===== src/hdl/fsp_consts.vh =====
`ifndef FSP_CONSTS_VH
`define FSP_CONSTS_VH
// register offsets on the plain register port
`define FSP_ADDR_OPT 2'h0
`define FSP_ADDR_CFG 2'h1
`define FSP_ADDR_PROT 2'h2
`define FSP_ADDR_STAT 2'h3
// options field positions
`define FSP_OPT_BACKDOOR_ENABLE 7
`define FSP_OPT_NORED 6
`define FSP_OPT_MASK 8'hC3
// configuration field positions
`define FSP_CFG_KEYSEL 5
`define FSP_CFG_MASK 8'hE0
// protection field positions
`define FSP_PROT_OPEN 7
`define FSP_PROT_OFF 6
`define FSP_PROT_MASK 8'hF8
// security codes
`define FSP_SEC_UNSECURED 2'h2
// key window and vector table
`define FSP_KEY_BASE 16'hFFB0
`define FSP_KEY_TOP 16'hFFB7
`define FSP_VEC_BASE 16'hFFC0
`define FSP_VEC_RESET 16'hFFFE
`define FSP_VEC_TOP 16'hFFFF
`define FSP_SIZE_LAST 3'h7
`define FSP_LAST_LOW 16'h182C
// reset values
`define FSP_CFG_RESET 8'h00
`endif


===== src/hdl/fsp_flash_protect.v =====
`timescale 1ns/1ps
`include "fsp_consts.vh"
module fsp_flash_protect #(
	parameter MEM_KB = 60
)(
	// clock and reset
	input wire ref_clk_i,
	input wire rst_n_i,
	// nonvolatile bytes and stored key, stable during reset
	input wire [7:0] options_nv_byte_i,
	input wire [7:0] protection_nv_byte_i,
	input wire [63:0] stored_backdoor_key_i,
	// register port
	input wire [1:0] reg_addr_i,
	input wire [7:0] reg_wdata_i,
	input wire reg_wr_i,
	input wire reg_rd_i,
	input wire background_debug_mode_i,
	output reg [7:0] reg_rdata_o,
	// flash bus write (key window steering)
	input wire flash_wr_i,
	input wire [15:0] flash_waddr_i,
	input wire [7:0] flash_wdata_i,
	input wire flash_wr_debug_i,
	output wire cmd_launch_o,
	// blank check result from sequencer
	input wire blank_ok_i,
	// memory access checks
	input wire [15:0] pe_addr_i,
	output wire pe_allowed_o,
	input wire access_unsecured_src_i,
	output wire access_block_o,
	output wire flash_read_invalid_o,
	// vector fetch
	input wire [15:0] vec_addr_i,
	output wire [15:0] vec_addr_o,
	// status
	output wire secure_o,
	output wire redirect_active_o
);
	// shadow registers loaded once after reset, plus the configuration register and the load flag
	reg [7:0] opt_q;
	reg [7:0] cfg_q;
	reg [7:0] prot_q;
	reg loaded_q;

	// comparison key collected from firmware writes
	reg [63:0] key_q;
	reg [7:0] key_seen_q;

	// decoded write strobes and key window state
	reg key_sel;
	reg in_key_win;
	reg [2:0] key_idx;
	reg key_write;
	reg cfg_write;
	reg prot_write;
	reg key_clear;
	reg key_match;
	reg unlock;

	// protection decode
	reg [2:0] size_code;
	reg [15:0] prot_base;
	reg in_block;
	reg pe_ok;

	// vector redirection decode
	reg variant_ok;
	reg redirect_on;
	reg is_vec;
	reg [15:0] redir_base;
	reg [15:0] redir;
	reg [15:0] vec_out;

	// read data selected for the next cycle
	reg [7:0] rdata_d;

	// inclusive address range test
	function fsp_in_range;
		input [15:0] addr;
		input [15:0] lo;
		input [15:0] hi;
		begin
			fsp_in_range = (addr >= lo) && (addr <= hi);
		end
	endfunction

	// lowest protected address for a size code
	function [15:0] fsp_prot_base;
		input [2:0] code;
		begin
			case (code)
				3'h0: fsp_prot_base = 16'hFE00;
				3'h1: fsp_prot_base = 16'hFC00;
				3'h2: fsp_prot_base = 16'hF800;
				3'h3: fsp_prot_base = 16'hF000;
				3'h4: fsp_prot_base = 16'hE000;
				3'h5: fsp_prot_base = 16'hC000;
				3'h6: fsp_prot_base = 16'h8000;
				default: fsp_prot_base = `FSP_LAST_LOW;
			endcase
		end
	endfunction

	// base of the table just below the protected block
	function [15:0] fsp_redir_base;
		input [2:0] code;
		begin
			case (code)
				3'h0: fsp_redir_base = 16'hFDC0;
				3'h1: fsp_redir_base = 16'hFBC0;
				3'h2: fsp_redir_base = 16'hF7C0;
				3'h3: fsp_redir_base = 16'hEFC0;
				3'h4: fsp_redir_base = 16'hDFC0;
				3'h5: fsp_redir_base = 16'hBFC0;
				3'h6: fsp_redir_base = 16'h7FC0;
				default: fsp_redir_base = 16'h0000;
			endcase
		end
	endfunction

	// security field decode, only one code opens the part
	function fsp_is_open;
		input [1:0] code;
		begin
			fsp_is_open = (code == `FSP_SEC_UNSECURED);
		end
	endfunction

	// register and key window strobes
	always @*
	begin
		key_sel = cfg_q[`FSP_CFG_KEYSEL];
		in_key_win = fsp_in_range(flash_waddr_i, `FSP_KEY_BASE, `FSP_KEY_TOP);
		key_idx = flash_waddr_i[2:0];
		key_write = 1'b0;
		if (flash_wr_i && in_key_win && key_sel)
		begin
			key_write = !flash_wr_debug_i;
		end
		cfg_write = reg_wr_i && (reg_addr_i == `FSP_ADDR_CFG);
		prot_write = 1'b0;
		if (reg_wr_i && (reg_addr_i == `FSP_ADDR_PROT))
		begin
			prot_write = background_debug_mode_i;
		end
		key_clear = cfg_write && key_sel && !reg_wdata_i[`FSP_CFG_KEYSEL];
	end

	// key comparison and unlock decision
	always @*
	begin
		key_match = (key_seen_q == 8'hFF) && (key_q == stored_backdoor_key_i);
		unlock = 1'b0;
		if (key_clear && key_match)
		begin
			unlock = opt_q[`FSP_OPT_BACKDOOR_ENABLE];
		end
		if (blank_ok_i)
		begin
			unlock = 1'b1;
		end
	end

	// load flag, high from the first edge after reset
	always @(posedge ref_clk_i or negedge rst_n_i)
	begin
		if (!rst_n_i)
		begin
			loaded_q <= 1'b0;
		end
		else
		begin
			loaded_q <= 1'b1;
		end
	end

	// options shadow: loaded once, software writes ignored
	always @(posedge ref_clk_i or negedge rst_n_i)
	begin
		if (!rst_n_i)
		begin
			opt_q <= 8'h00;
		end
		else if (!loaded_q)
		begin
			opt_q <= options_nv_byte_i & `FSP_OPT_MASK;
		end
		else if (unlock)
		begin
			opt_q[1:0] <= `FSP_SEC_UNSECURED;
		end
	end

	// protection shadow: loaded once, then debug writes only
	always @(posedge ref_clk_i or negedge rst_n_i)
	begin
		if (!rst_n_i)
		begin
			prot_q <= 8'h00;
		end
		else if (!loaded_q)
		begin
			prot_q <= protection_nv_byte_i & `FSP_PROT_MASK;
		end
		else if (prot_write)
		begin
			prot_q <= reg_wdata_i & `FSP_PROT_MASK;
		end
	end

	// configuration register, low bits held at zero
	always @(posedge ref_clk_i or negedge rst_n_i)
	begin
		if (!rst_n_i)
		begin
			cfg_q <= `FSP_CFG_RESET;
		end
		else if (cfg_write)
		begin
			cfg_q <= reg_wdata_i & `FSP_CFG_MASK;
		end
	end

	// key bytes, byte n of the window lands in key byte n
	always @(posedge ref_clk_i or negedge rst_n_i)
	begin
		if (!rst_n_i)
		begin
			key_q <= 64'h0000000000000000;
		end
		else if (key_write)
		begin
			key_q[(7 - key_idx) * 8 +: 8] <= flash_wdata_i;
		end
	end

	// which key bytes were written since the last compare
	always @(posedge ref_clk_i or negedge rst_n_i)
	begin
		if (!rst_n_i)
		begin
			key_seen_q <= 8'h00;
		end
		else if (key_clear)
		begin
			key_seen_q <= 8'h00;
		end
		else if (key_write)
		begin
			key_seen_q[key_idx] <= 1'b1;
		end
	end

	// read mux, unused addresses read zero
	always @*
	begin
		rdata_d = 8'h00;
		case (reg_addr_i)
			`FSP_ADDR_OPT:
			begin
				rdata_d = opt_q;
			end
			`FSP_ADDR_CFG:
			begin
				rdata_d = cfg_q;
			end
			`FSP_ADDR_PROT:
			begin
				rdata_d = prot_q;
			end
			`FSP_ADDR_STAT:
			begin
				rdata_d = {5'h00, key_sel, loaded_q, secure_o};
			end
			default:
			begin
				rdata_d = 8'h00;
			end
		endcase
	end

	// read data stands for one cycle after the strobe only
	always @(posedge ref_clk_i or negedge rst_n_i)
	begin
		if (!rst_n_i)
		begin
			reg_rdata_o <= 8'h00;
		end
		else if (reg_rd_i)
		begin
			reg_rdata_o <= rdata_d;
		end
		else
		begin
			reg_rdata_o <= 8'h00;
		end
	end

	// key window steering
	assign cmd_launch_o = flash_wr_i && !(in_key_win && key_sel);
	assign flash_read_invalid_o = key_sel;

	// security decode
	assign secure_o = !fsp_is_open(opt_q[1:0]);
	assign access_block_o = secure_o && access_unsecured_src_i;

	// program/erase protection against the shadowed block
	always @*
	begin
		size_code = prot_q[5:3];
		prot_base = fsp_prot_base(size_code);
		in_block = 1'b0;
		if (!prot_q[`FSP_PROT_OFF])
		begin
			in_block = (pe_addr_i >= prot_base);
		end
		pe_ok = 1'b0;
		if (loaded_q && prot_q[`FSP_PROT_OPEN])
		begin
			pe_ok = !in_block;
		end
	end
	assign pe_allowed_o = pe_ok;

	// redirection enable, big tables only on big memory variants
	always @*
	begin
		case (size_code)
			3'h6:
			begin
				variant_ok = (MEM_KB >= 60);
			end
			3'h5:
			begin
				variant_ok = (MEM_KB >= 32);
			end
			default:
			begin
				variant_ok = 1'b1;
			end
		endcase
		redirect_on = 1'b0;
		if (!opt_q[`FSP_OPT_NORED] && prot_q[`FSP_PROT_OPEN])
		begin
			redirect_on = !prot_q[`FSP_PROT_OFF] && (size_code != `FSP_SIZE_LAST)
				&& variant_ok;
		end
	end
	assign redirect_active_o = redirect_on;

	// vector fetch address, reset vector always passes through
	always @*
	begin
		is_vec = fsp_in_range(vec_addr_i, `FSP_VEC_BASE, `FSP_VEC_TOP)
			&& ((vec_addr_i | 16'h0001) != `FSP_VEC_TOP);
		redir_base = fsp_redir_base(size_code);
		redir = redir_base | {10'h000, vec_addr_i[5:0]};
		vec_out = vec_addr_i;
		if (redirect_on && is_vec)
		begin
			vec_out = redir;
		end
	end
	assign vec_addr_o = vec_out;
endmodule


===== config.mk =====
export PLATFORM = sky130hd
export DESIGN_NAME = fsp_flash_protect
export DESIGN_NICKNAME = d
export VERILOG_FILES = /design/src/hdl/fsp_flash_protect.v
export VERILOG_INCLUDE_DIRS = /design/src /design/src/hdl
export SDC_FILE = /design/constraint.sdc
export NUM_CORES = 1
export LEC_CHECK = 0
export ABC_AREA = 1
export BUFFER_PORTS_ARGS = -buffer_cell sky130_fd_sc_hd__buf_2
export CORE_AREA = 2 2 120 122
export CTS_BUF_LIST = sky130_fd_sc_hd__clkbuf_4
export CTS_CLUSTER_DIAMETER = 60
export CTS_CLUSTER_SIZE = 28
export DETAILED_ROUTE_END_ITERATION = 10
export DIE_AREA = 0 0 122 124
export PLACE_DENSITY = 0.7
export SLEW_MARGIN = 20
export SYNTH_ARGS = -nofsm -noshare
export SYNTH_HDL_FRONTEND = slang
export SYNTH_SLANG_ARGS = --single-unit

===== constraint.sdc =====
create_clock -name ref_clk_i -period 2.1 [get_ports ref_clk_i]
set_input_delay 0.42 -clock ref_clk_i [delete_from_list [all_inputs] [get_ports ref_clk_i]]
set_output_delay 0.42 -clock ref_clk_i [all_outputs]
set_load 0.05 [all_outputs]

==> qor.txt, run 1 <==
Global route total overflow - 0
Final wirelength - 16,500 µm
Die height - 124 µm
Final cell count without fillers - 1,188
Yosys warns - 0
Via count - 5,654
Peak Freq - 369 MHz
Power per Cell Area - 524 mW/mm²
Ys async rst share - 100%
Req. time, crit path - 1.68 ns
CP endpoint kind - primary output
Synth cell types - 40
Post-Synthesis Cells - 802
DP Wirelength - 12,600 µm
Hold Buf Count CTS - 0
Tot GR Track Use - 22.4%
Antenna viol nets, final - 0
Status - finished with violations
Starting DRC count in detailed routing - 371
Root Driver - clkbuf_4
Worst Path Arrival - 2.29 ns
Vias in the first global route - 5,301
Syn avg cell area - 7.15 µm²
Final setup fails - 9
TritonRoute pass-1 iters - 5
Critical path endpoint - pe_allowed_o
Max_cap viols - 0
Crit Path Max Fanout - 5
Slew Limit Headroom - 65.8%
CTS Buffer Depth - 2
Syn-to-layout area delta - 27.4%
CP startpoint - prot_q[3]$_DFFE_PN0P_
Syn Nets - 969
Die W - 122 µm
Period utilization - 129%
Vias per cell - 4.76
Mapped Area - 0.00573 mm²
Leak - 0.00377 µW
Clock tree sinks - 93
Fin nets - 1,171
Final WS setup - -0.612 ns
HP Class - input port to asynchronous set/reset pin
Clock buffer count from CTS - 9
Clock skew - 0.0162 ns
Initial antenna violation count - 1
Dominant synthesized flop cell - dfrtp_1
Worst r2r dst - key_q[35]$_DFFE_PN0P_
Pre-CTS WS - -0.304 ns
GPL Wtd Cong - 0.919
Post-synth EDFFs - 0
Layout cells sized above 1 - 28.8%
Clk slew on worst S/H paths - 0.14 ns
Seq/Total Area, Yosys - 40.6%
Fin. Hold Viols - 18
Pwr Total - 3830 µW
Reg2Reg Depth - 7
Worst flop-to-flop path startpoint - cfg_q[5]$_DFFE_PN0P_
Placed cell count - 1,160
Violated checks - negative hold slack, negative setup slack
DRC - 0
Fin crit period - 2.71 ns
H-tree depth - 3
Worst slew pin tran - 0.514 ns
# IOs - 185
Crit Path Category - flop to primary output
# rows - 43
Wire length of the first global-routing pass - 26,000 µm
Yosys reg bits - 93
Critical Path Source Type - flop
IO Port Bufs - 170
CTS tree - yes
Die ar. - 0.0151 mm²
WL per Instance - 13.9 µm
RSZ-0062 raised after global routing - true
Max VDD drop - 236 µV
Largest net degree at the start of global routing - 94
R2R Setup Slk - 0.49 ns
Core ar. - 0.0137 mm²
Final Max Tran Viols - 0
Initial Util - 41.8%
Final hold slack - -0.0121 ns
Worst skew pair latency - 0.45 ns
==> state kept, by name, indices dropped and copies added, names as in the netlist <==
register / flops
key_q: 64
key_seen_q: 8
reg_rdata_o: 8
prot_q: 5
opt_q: 4
cfg_q: 3
loaded_q: 1
==> cells in the final DEF, fill, tap and decap left out, types with 3 or more instances in the layout <==
master and instances:
a21oi_1 14, a31oi_1 4, buf_2 160, buf_4 40, buf_6 8, clkbuf_4 9
clkinv_1 3, clkinvlp_4 3, dfrtp_1 90, dfrtp_2 3, ha_1 11, inv_1 123
inv_2 5, nand2_1 255, nand2_2 7, nand3_1 38, nand3_4 6, nand4_1 9
nor2_1 70, nor2_4 3, nor3_1 4, o21ai_0 70, o21ai_1 10, o21ai_2 10
o21ai_4 3, or2_2 6, xnor2_1 11
==> routing by layer <==
metal | GRT usage (%) | up-vias | share of wire, %
li1 | - | 2917 | -
met1 | 30.9 | 2543 | 46
met2 | 36.2 | 169 | 47
met3 | 3.62 | 25 | 5.2
met4 | 7.40 | 0 | 2.0
met5 | 0 | - | 0
==> logic make-up (layout without fill, tap and decap cells) <==
| family | Yosys count | count (layout) | share of synthesized area, % |
|---|---|---|---|
| compound gates | 119 | 120 | 11.4 |
| xor+xnor | 11 | 11 | 1.68 |
| fa+ha+maj | 12 | 12 | 2.62 |
| buf+inv | 154 | 358 | 11.7 |
| flops | 93 | 93 | 40.6 |
| mux | 3 | 3 | 0.589 |
| other cells | 1 | 2 | 0.0654 |
| simple gates | 409 | 409 | 31.4 |
==> cells in the mapped netlist, types with 3 or more instances <==
cell | n | share of area (%)
ha_1 | 12 | 2.6
xnor2_1 | 11 | 1.7
inv_1 | 128 | 8.4
clkbuf_1 | 6 | 0.39
nand4_1 | 9 | 0.98
o21ai_1 | 9 | 0.79
mux2_2 | 3 | 0.59
nand3_1 | 38 | 3.3
a21oi_1 | 16 | 1.4
buf_6 | 8 | 1.6
a31oi_1 | 4 | 0.44
nor2_1 | 71 | 4.6
buf_4 | 7 | 0.92
o21ai_0 | 76 | 6.6
or2_2 | 6 | 0.65
nor3_1 | 5 | 0.44
dfrtp_1 | 93 | 41
nand3_4 | 6 | 1.8
nand2_1 | 261 | 17
o21ai_2 | 8 | 1.2
==> worst max-delay path, cell delays in order (launching register included) <==
cell	delay [ns]
dfrtp_2	0.47
nor2_4	0.15
buf_4	0.13
nand2_2	0.05
o2111ai_2	0.10
ha_1	0.28
inv_1	0.06
nor2_1	0.03
o21ai_1	0.11
nand3_1	0.14
a21oi_4	0.17
buf_6	0.17
==> area by class of cell <==
class                      count  area [µm²]
antenna                        1        2.50
clock buffer                   9        67.6
clock inverter                 5        53.8
fill                        1346        6410
inverter                     133         510
multi-input combinational    556        2880
sequential                    93        2330
tap                          180         225
timing repair buffer         211        1240
==> metrics by stage <==
stage	area, µm²	hold slack, ns	utilization [%]	setup TNS (ns)
after floorplan	5830	0.124	-	-0.674
after global placement	6960	0.466	50.7	-0.472
after detailed placement	6960	0.469	50.7	-0.742
after CTS	7290	0.00131	53.1	-3.80
after global routing	7310	0.00704	53.3	-5.21
final	7310	-0.0121	53.3	-3.95
==> how the worst min path moves through the flow <==
stage / from / to / cells after the start
final: rst_n_i / key_q[58]$_DFFE_PN0P_ / 2
after global routing: rst_n_i / key_q[58]$_DFFE_PN0P_ / 2
after floorplan: rst_n_i / cfg_q[5]$_DFFE_PN0P_ / 0
after detailed placement: key_q[5]$_DFFE_PN0P_ / key_q[5]$_DFFE_PN0P_ / 2
after CTS: rst_n_i / key_q[0]$_DFFE_PN0P_ / 2
after global placement: key_q[49]$_DFFE_PN0P_ / key_q[49]$_DFFE_PN0P_ / 2
==> what timing repair did <==
item | 4_1_cts | 5_1_grt
setup buffers | 11 | 1
endpoints found under the hold margin | 0 | 0
pin swaps | 11 | 8
endpoints found under the setup margin | 9 | 9
gates cloned | 1 | 0
gates resized for setup | 33 | 3
==> power breakdown <==
| group | switching, µW | leakage [µW] | internal (µW) |
|---|---|---|---|
| registers | 48.2 | 0.00126 | 1850 |
| logic | 575 | 0.00245 | 387 |
| clock network | 621 | 0.0000613 | 345 |
| total | 1240 | 0.00377 | 2580 |
Power figures use the tool's default switching activity.
==> run 2: changes to the inputs <==
Settings changed: CORE_AREA 2 2 120 122 to 2 2 143 103, DIE_AREA 0 0 122 124 to 0 0 145 105.
==> run 2 against run 1 <==
  * The flow finishes with violations (negative setup slack)
  * Non-clock buffer count decreased by 7
  * Power decreased by 0.30%
  * Final area increased by 1.0%
  * Maximum frequency decreased by 3.1%
  * First-iteration DRC count decreased by 1.3%
  * Global-route usage increased by 0.30 points
  * Die area increased by 0.64%
  * Register-to-register slack got worse by 0.16 ns
  * Via count increased by 1.2%
  * Utilization increased by 0.48 points
  * Sequential share of layout area decreased by 0.31 points
  * Combinational power increased by 1%
  * Critical endpoint unchanged
==> qor.txt, run 2 (synthesis results as in run 1) <==
Status - finished with violations
Violated checks - negative setup slack
Initial antenna violation count - 1
Clock tree sinks - 93
Clock skew - 0.0131 ns
Final hold slack - 0.146 ns
Final Max Tran Viols - 0
Worst skew pair latency - 0.47 ns
Worst Path Arrival - 2.38 ns
Logic pwr share - 25.6%
Placed cell count - 1,167
Fin nets - 1,164
Root Driver - clkbuf_4
CP endpoint kind - primary output
Pwr Total - 3820 µW
Global route total overflow - 0
Pre-CTS WS - -0.352 ns
H-tree depth - 3
Leak - 0.00377 µW
Filler Cells Inserted - 1,357
Fin. Hold Viols - 0
Fin crit period - 2.80 ns
Most frequent cells in the layout - 255 x nand2_1, 160 x buf_2, 123 x inv_1, 89 x dfrtp_1, 69 x o21ai_0
Clock buffer count from CTS - 9
Largest net degree at the start of global routing - 37
IO Port Bufs - 170
Max VDD drop - 271 µV
Req. time, crit path - 1.68 ns
DP Wirelength - 13,600 µm
Starting DRC count in detailed routing - 366
HP Class - input port to flop
Core ar. - 0.0137 mm²
Final setup fails - 9
Vias in the first global route - 5,295
CTS Buffer Depth - 2
Biggest regs - key_q x64, key_seen_q x8, reg_rdata_o x8
RSZ-0062 raised after global routing - true
GPL Wtd Cong - 0.897
Peak Freq - 357 MHz
Critical Path Source Type - flop
Worst path max stage delay - 0.51 ns
Crit Path Max Fanout - 7
Antenna viol nets, final - 0
CTS tree - yes
Wire length of the first global-routing pass - 27,300 µm
Final WS setup - -0.699 ns
Area of the multi-input gates - 0.00293 mm²
NetSw - 1320 µW
Syn-to-layout area delta - 28.8%
Most common cell after layout, fill and taps aside - nand2_1
Initial Util - 41.7%
Max_cap viols - 0
DRC - 0
Crit Path Category - flop to primary output
Top reg by flops - key_q
CP Cell Sequence - nor2_4 > nand2_2 > ha_4 > a21o_1 > a21oi_2 > nor2_1 > o21ai_1 > nand3_2 > a21oi_4 > buf_6
# IOs - 185
Sw Ratio - 34.7%
Register area - 0.00233 mm²
TritonRoute pass-1 iters - 5
Die height - 105 µm
Tot GR Track Use - 22.7%
Layout cells sized above 1 - 29.2%
Period utilization - 133%
Crit-path slowest cell - dfrtp_2
Final cell count without fillers - 1,194
Largest delay contributor family on the critical path - compound AO/OA/AOI/OAI gates
Clock power frac - 24.5%
Via count - 5,722
Clk slew on worst S/H paths - 0.16 ns
Vias per cell - 4.79
Max FFs per register - 64
Power per Cell Area - 517 mW/mm²
Die ar. - 0.0152 mm²
Die W - 145 µm
Sequential Power Share - 50.0%
Power Internal - 2490 µW
Final wirelength - 17,300 µm
# rows - 36
R2R Setup Slk - 0.33 ns
Worst path bufs/invs - 1
WL per Instance - 14.5 µm
[run 2: cell count changes in the layout (fill, tap and decap cells not counted), sizes merged]
cell / previous run / this run
buf: 211 / 203
bufinv: 1 / 0
dlygate4sd3: 0 / 1
clkinv: 5 / 4
clkinvlp: 3 / 4
inv: 129 / 132
diode: 1 / 2
[run 2: worst register-to-register path, stage by stage, from the launching register on]
cell     delay [ns]
dfrtp_1        0.43
inv_1          0.05
nand2_1        0.06
nand2_1        0.05
nor2_1         0.20
nand2_1        0.08
nor2_1         0.13
nand2_1        0.06
nor2_1         0.27
nand3_2        0.18
nand3_1        0.11
nand2_1        0.05
[run 2: worst paths after layout]
| check | start | end | cells past startpoint |
|---|---|---|---|
| worst max-delay path | prot_q[4]$_DFFE_PN0P_ | pe_allowed_o | 10 |
| worst min register to register | key_q[45]$_DFFE_PN0P_ | key_q[45]$_DFFE_PN0P_ | 2 |
| min in group asynchronous | rst_n_i | key_q[62]$_DFFE_PN0P_ | 2 |
| worst min-delay path | options_nv_byte_i[7] | opt_q[7]$_DFFE_PN0N_ | 3 |
| max in group asynchronous | rst_n_i | key_q[3]$_DFFE_PN0P_ | 3 |
| worst max register to register | key_q[10]$_DFFE_PN0P_ | opt_q[0]$_DFFE_PN0P_ | 11 |
[run 2: repair_timing]
action,CTS,global route
pin swaps,8,9
hold buffers,1,0
cloned,1,0
setup endpoints to repair,9,10
endpoints found under the hold margin,33,0
setup buffers,4,3
resized for setup,18,35
[run 2: through the flow]
| step | TNS, ns | cell area (µm²) | utilization, % |
|---|---|---|---|
| final | -4.67 | 7380 | 53.7 |
| after global placement | -1.36 | 6970 | 50.8 |
| after CTS | -5.07 | 7220 | 52.6 |
| after global routing | -5.83 | 7380 | 53.7 |
| after floorplan | -0.674 | 5830 | - |
| after detailed placement | -1.67 | 6970 | 50.8 |
[run 2: final cells by class]
type | count | area share, %
Sequential cell | 93 | 31.6
Clock buffer | 9 | 0.915
Multi-Input combinational cell | 556 | 39.7
Antenna cell | 2 | 0.0678
Timing Repair Buffer | 204 | 16.8
Inverter | 133 | 6.91
Tap cell | 190 | 3.22
Clock inverter | 7 | 0.780
[run 2: per-layer routing]
layer	part of all wire (%)	up-vias	track usage [%]	routed length [µm]
li1	-	2889	-	-
met1	50	2619	34.5	8570
met2	43	191	33.6	7410
met3	6.1	23	4.32	1060
met4	1.3	0	4.74	224
met5	0	-	0	0
[run 2: power by group through the flow]
stage	sequential (µW)	combinational, µW	clock, µW
finish	1910	976	933
global route	1920	1070	1040
CTS	1900	906	953
detailed placement	1940	876	0
global placement	1930	866	0
floorplan	1960	461	0
==> run 3: changes to the inputs <==
Settings changed: MAX_ROUTING_LAYER from default to met4, SETUP_SLACK_MARGIN from default to 0.5.
==> run 3 against run 2 <==
  * The run still ends with negative setup slack left
  * Global-route usage rose by 3.0 points
  * Hold slack gained 0.015 ns
  * Critical path depth unchanged
  * Critical path type unchanged
==> qor.txt, run 3 (synthesis results as in run 1) <==
Root Driver - clkbuf_4
Global route total overflow - 0
RSZ-0062 raised after global routing - true
Diode count - 0
Leak - 0.00393 µW
Wire length of the first global-routing pass - 29,800 µm
Critical Path Source Type - flop
Final Max Tran Viols - 0
Biggest regs - key_q x64, key_seen_q x8, reg_rdata_o x8
Largest net degree at the start of global routing - 39
HP Class - input port to flop
Antenna viol nets, final - 0
Die ar. - 0.0152 mm²
Violated checks - negative setup slack
Clk slew on worst S/H paths - 0.15 ns
Top reg by flops - key_q
TritonRoute pass-1 iters - 5
Layout cells sized above 1 - 37.3%
Register area - 0.00234 mm²
Final wirelength - 18,800 µm
Reg2Reg Depth - 9
Fin. Hold Viols - 0
Initial antenna violation count - 0
Max VDD drop - 340 µV
Die height - 105 µm
Cell area after layout - 0.00786 mm²
DP Wirelength - 13,400 µm
Peak Freq - 363 MHz
Vias in the first global route - 5,692
CP endpoint kind - primary output
Starting DRC count in detailed routing - 402
Worst hold stages - 3
Worst skew pair latency - 0.46 ns
Most common cell after layout, fill and taps aside - nand2_1
Worst Path Arrival - 2.33 ns
DRC - 0
Syn-to-layout area delta - 37.1%
IO Port Bufs - 170
Most frequent cells in the layout - 215 x nand2_1, 156 x buf_2, 118 x inv_1, 85 x dfrtp_1, 64 x nor2_1
Fin crit period - 2.75 ns
WL per Instance - 15.6 µm
Max_cap viols - 0
Final setup fails - 9
Core ar. - 0.0137 mm²
Dpl cell area - 0.00696 mm²
Period utilization - 131%
Area of the multi-input gates - 0.00329 mm²
H-tree depth - 3
CTS tree - yes
Power per Cell Area - 508 mW/mm²
Clock tree sinks - 93
Crit Path Max Fanout - 5
CTS Buffer Depth - 2
Fin nets - 1,181
Via count - 5,864
Initial Util - 41.7%
Setup TNS - -4.56 ns
Crit Path Category - flop to primary output
Clock skew - 0.0183 ns
Final WS setup - -0.653 ns
# rows - 36
Vias per cell - 4.85
Tot GR Track Use - 25.8%
Req. time, crit path - 1.68 ns
Max FFs per register - 64
GPL Wtd Cong - 0.973
Filler Cells Inserted - 1,280
Clock buffer count from CTS - 9
Status - finished with violations
# IOs - 185
Die W - 145 µm
run 3: final cells by class:
type                       instances  share of cell area (%)
clock buffer                       9                   0.860
clock inverter                     7                    1.02
inverter                         133                    6.62
multi-input combinational        564                    41.9
sequential                        93                    29.7
tap                              190                    3.02
timing repair buffer             212                    16.6
timing repair inverter             1                   0.207
run 3: worst max-delay path, cell delays in order (launching register included):
cell     delay, ns
dfrtp_2       0.48
nor2_4        0.16
nand2_2       0.11
ha_4          0.22
a21o_1        0.16
a21oi_2       0.13
nor2_1        0.05
o21ai_1       0.14
nand3_2       0.13
a21oi_4       0.14
buf_6         0.17
run 3: what timing repair did:
| item | CTS | global route |
|---|---|---|
| gates cloned | 10 | 0 |
| endpoints found under the hold margin | 33 | 0 |
| pin swaps | 51 | 20 |
| setup buffers | 12 | 5 |
| hold buffers | 1 | 0 |
| gates resized for setup | 78 | 68 |
| setup endpoints to repair | 77 | 87 |
run 3: per-layer routing:
| layer | GRT usage, % | up-vias | part of all wire (%) |
|---|---|---|---|
| met5 | - | - | 0 |
| met4 | 5.59 | 0 | 1.5 |
| met3 | 5.81 | 27 | 8.1 |
| met2 | 36.9 | 229 | 43 |
| met1 | 37.2 | 2653 | 47 |
| li1 | - | 2955 | - |
run 3: metrics by stage:
step	utilization, %	setup slack [ns]	std cells	hold slack (ns)	total power (µW)
after floorplan	-	-0.144	802	0.124	2430
after global placement	50.7	-0.318	1165	0.402	2800
after detailed placement	50.7	-0.336	1165	0.404	2810
after CTS	55.5	-0.653	1204	0.138	3980
after global routing	57.2	-0.784	1209	0.154	4180
final	57.2	-0.653	1209	0.160	3990
run 3: final timing paths:
check                                       from                    end  slack (ns)
setup / recovery           prot_q[3]$_DFFE_PN0P_           pe_allowed_o       -0.65
hold / removal              options_nv_byte_i[6]   opt_q[6]$_DFFE_PN0N_        0.16
setup reg to reg            cfg_q[5]$_DFFE_PN0P_   key_q[2]$_DFFE_PN0P_        0.36
hold reg to reg            key_q[35]$_DFFE_PN0P_  key_q[35]$_DFFE_PN0P_        0.51
max in group asynchronous                rst_n_i  key_q[50]$_DFFE_PN0P_        1.00
min in group asynchronous                rst_n_i  key_q[62]$_DFFE_PN0P_        0.41
run 3: report_power, final:
part	leakage (µW)	total (µW)	internal [µW]	switching [µW]
clock	0.0000792	1060	382	678
combinational	0.00260	1030	392	634
sequential	0.00125	1900	1850	52.5
total	0.00393	3990	2630	1370
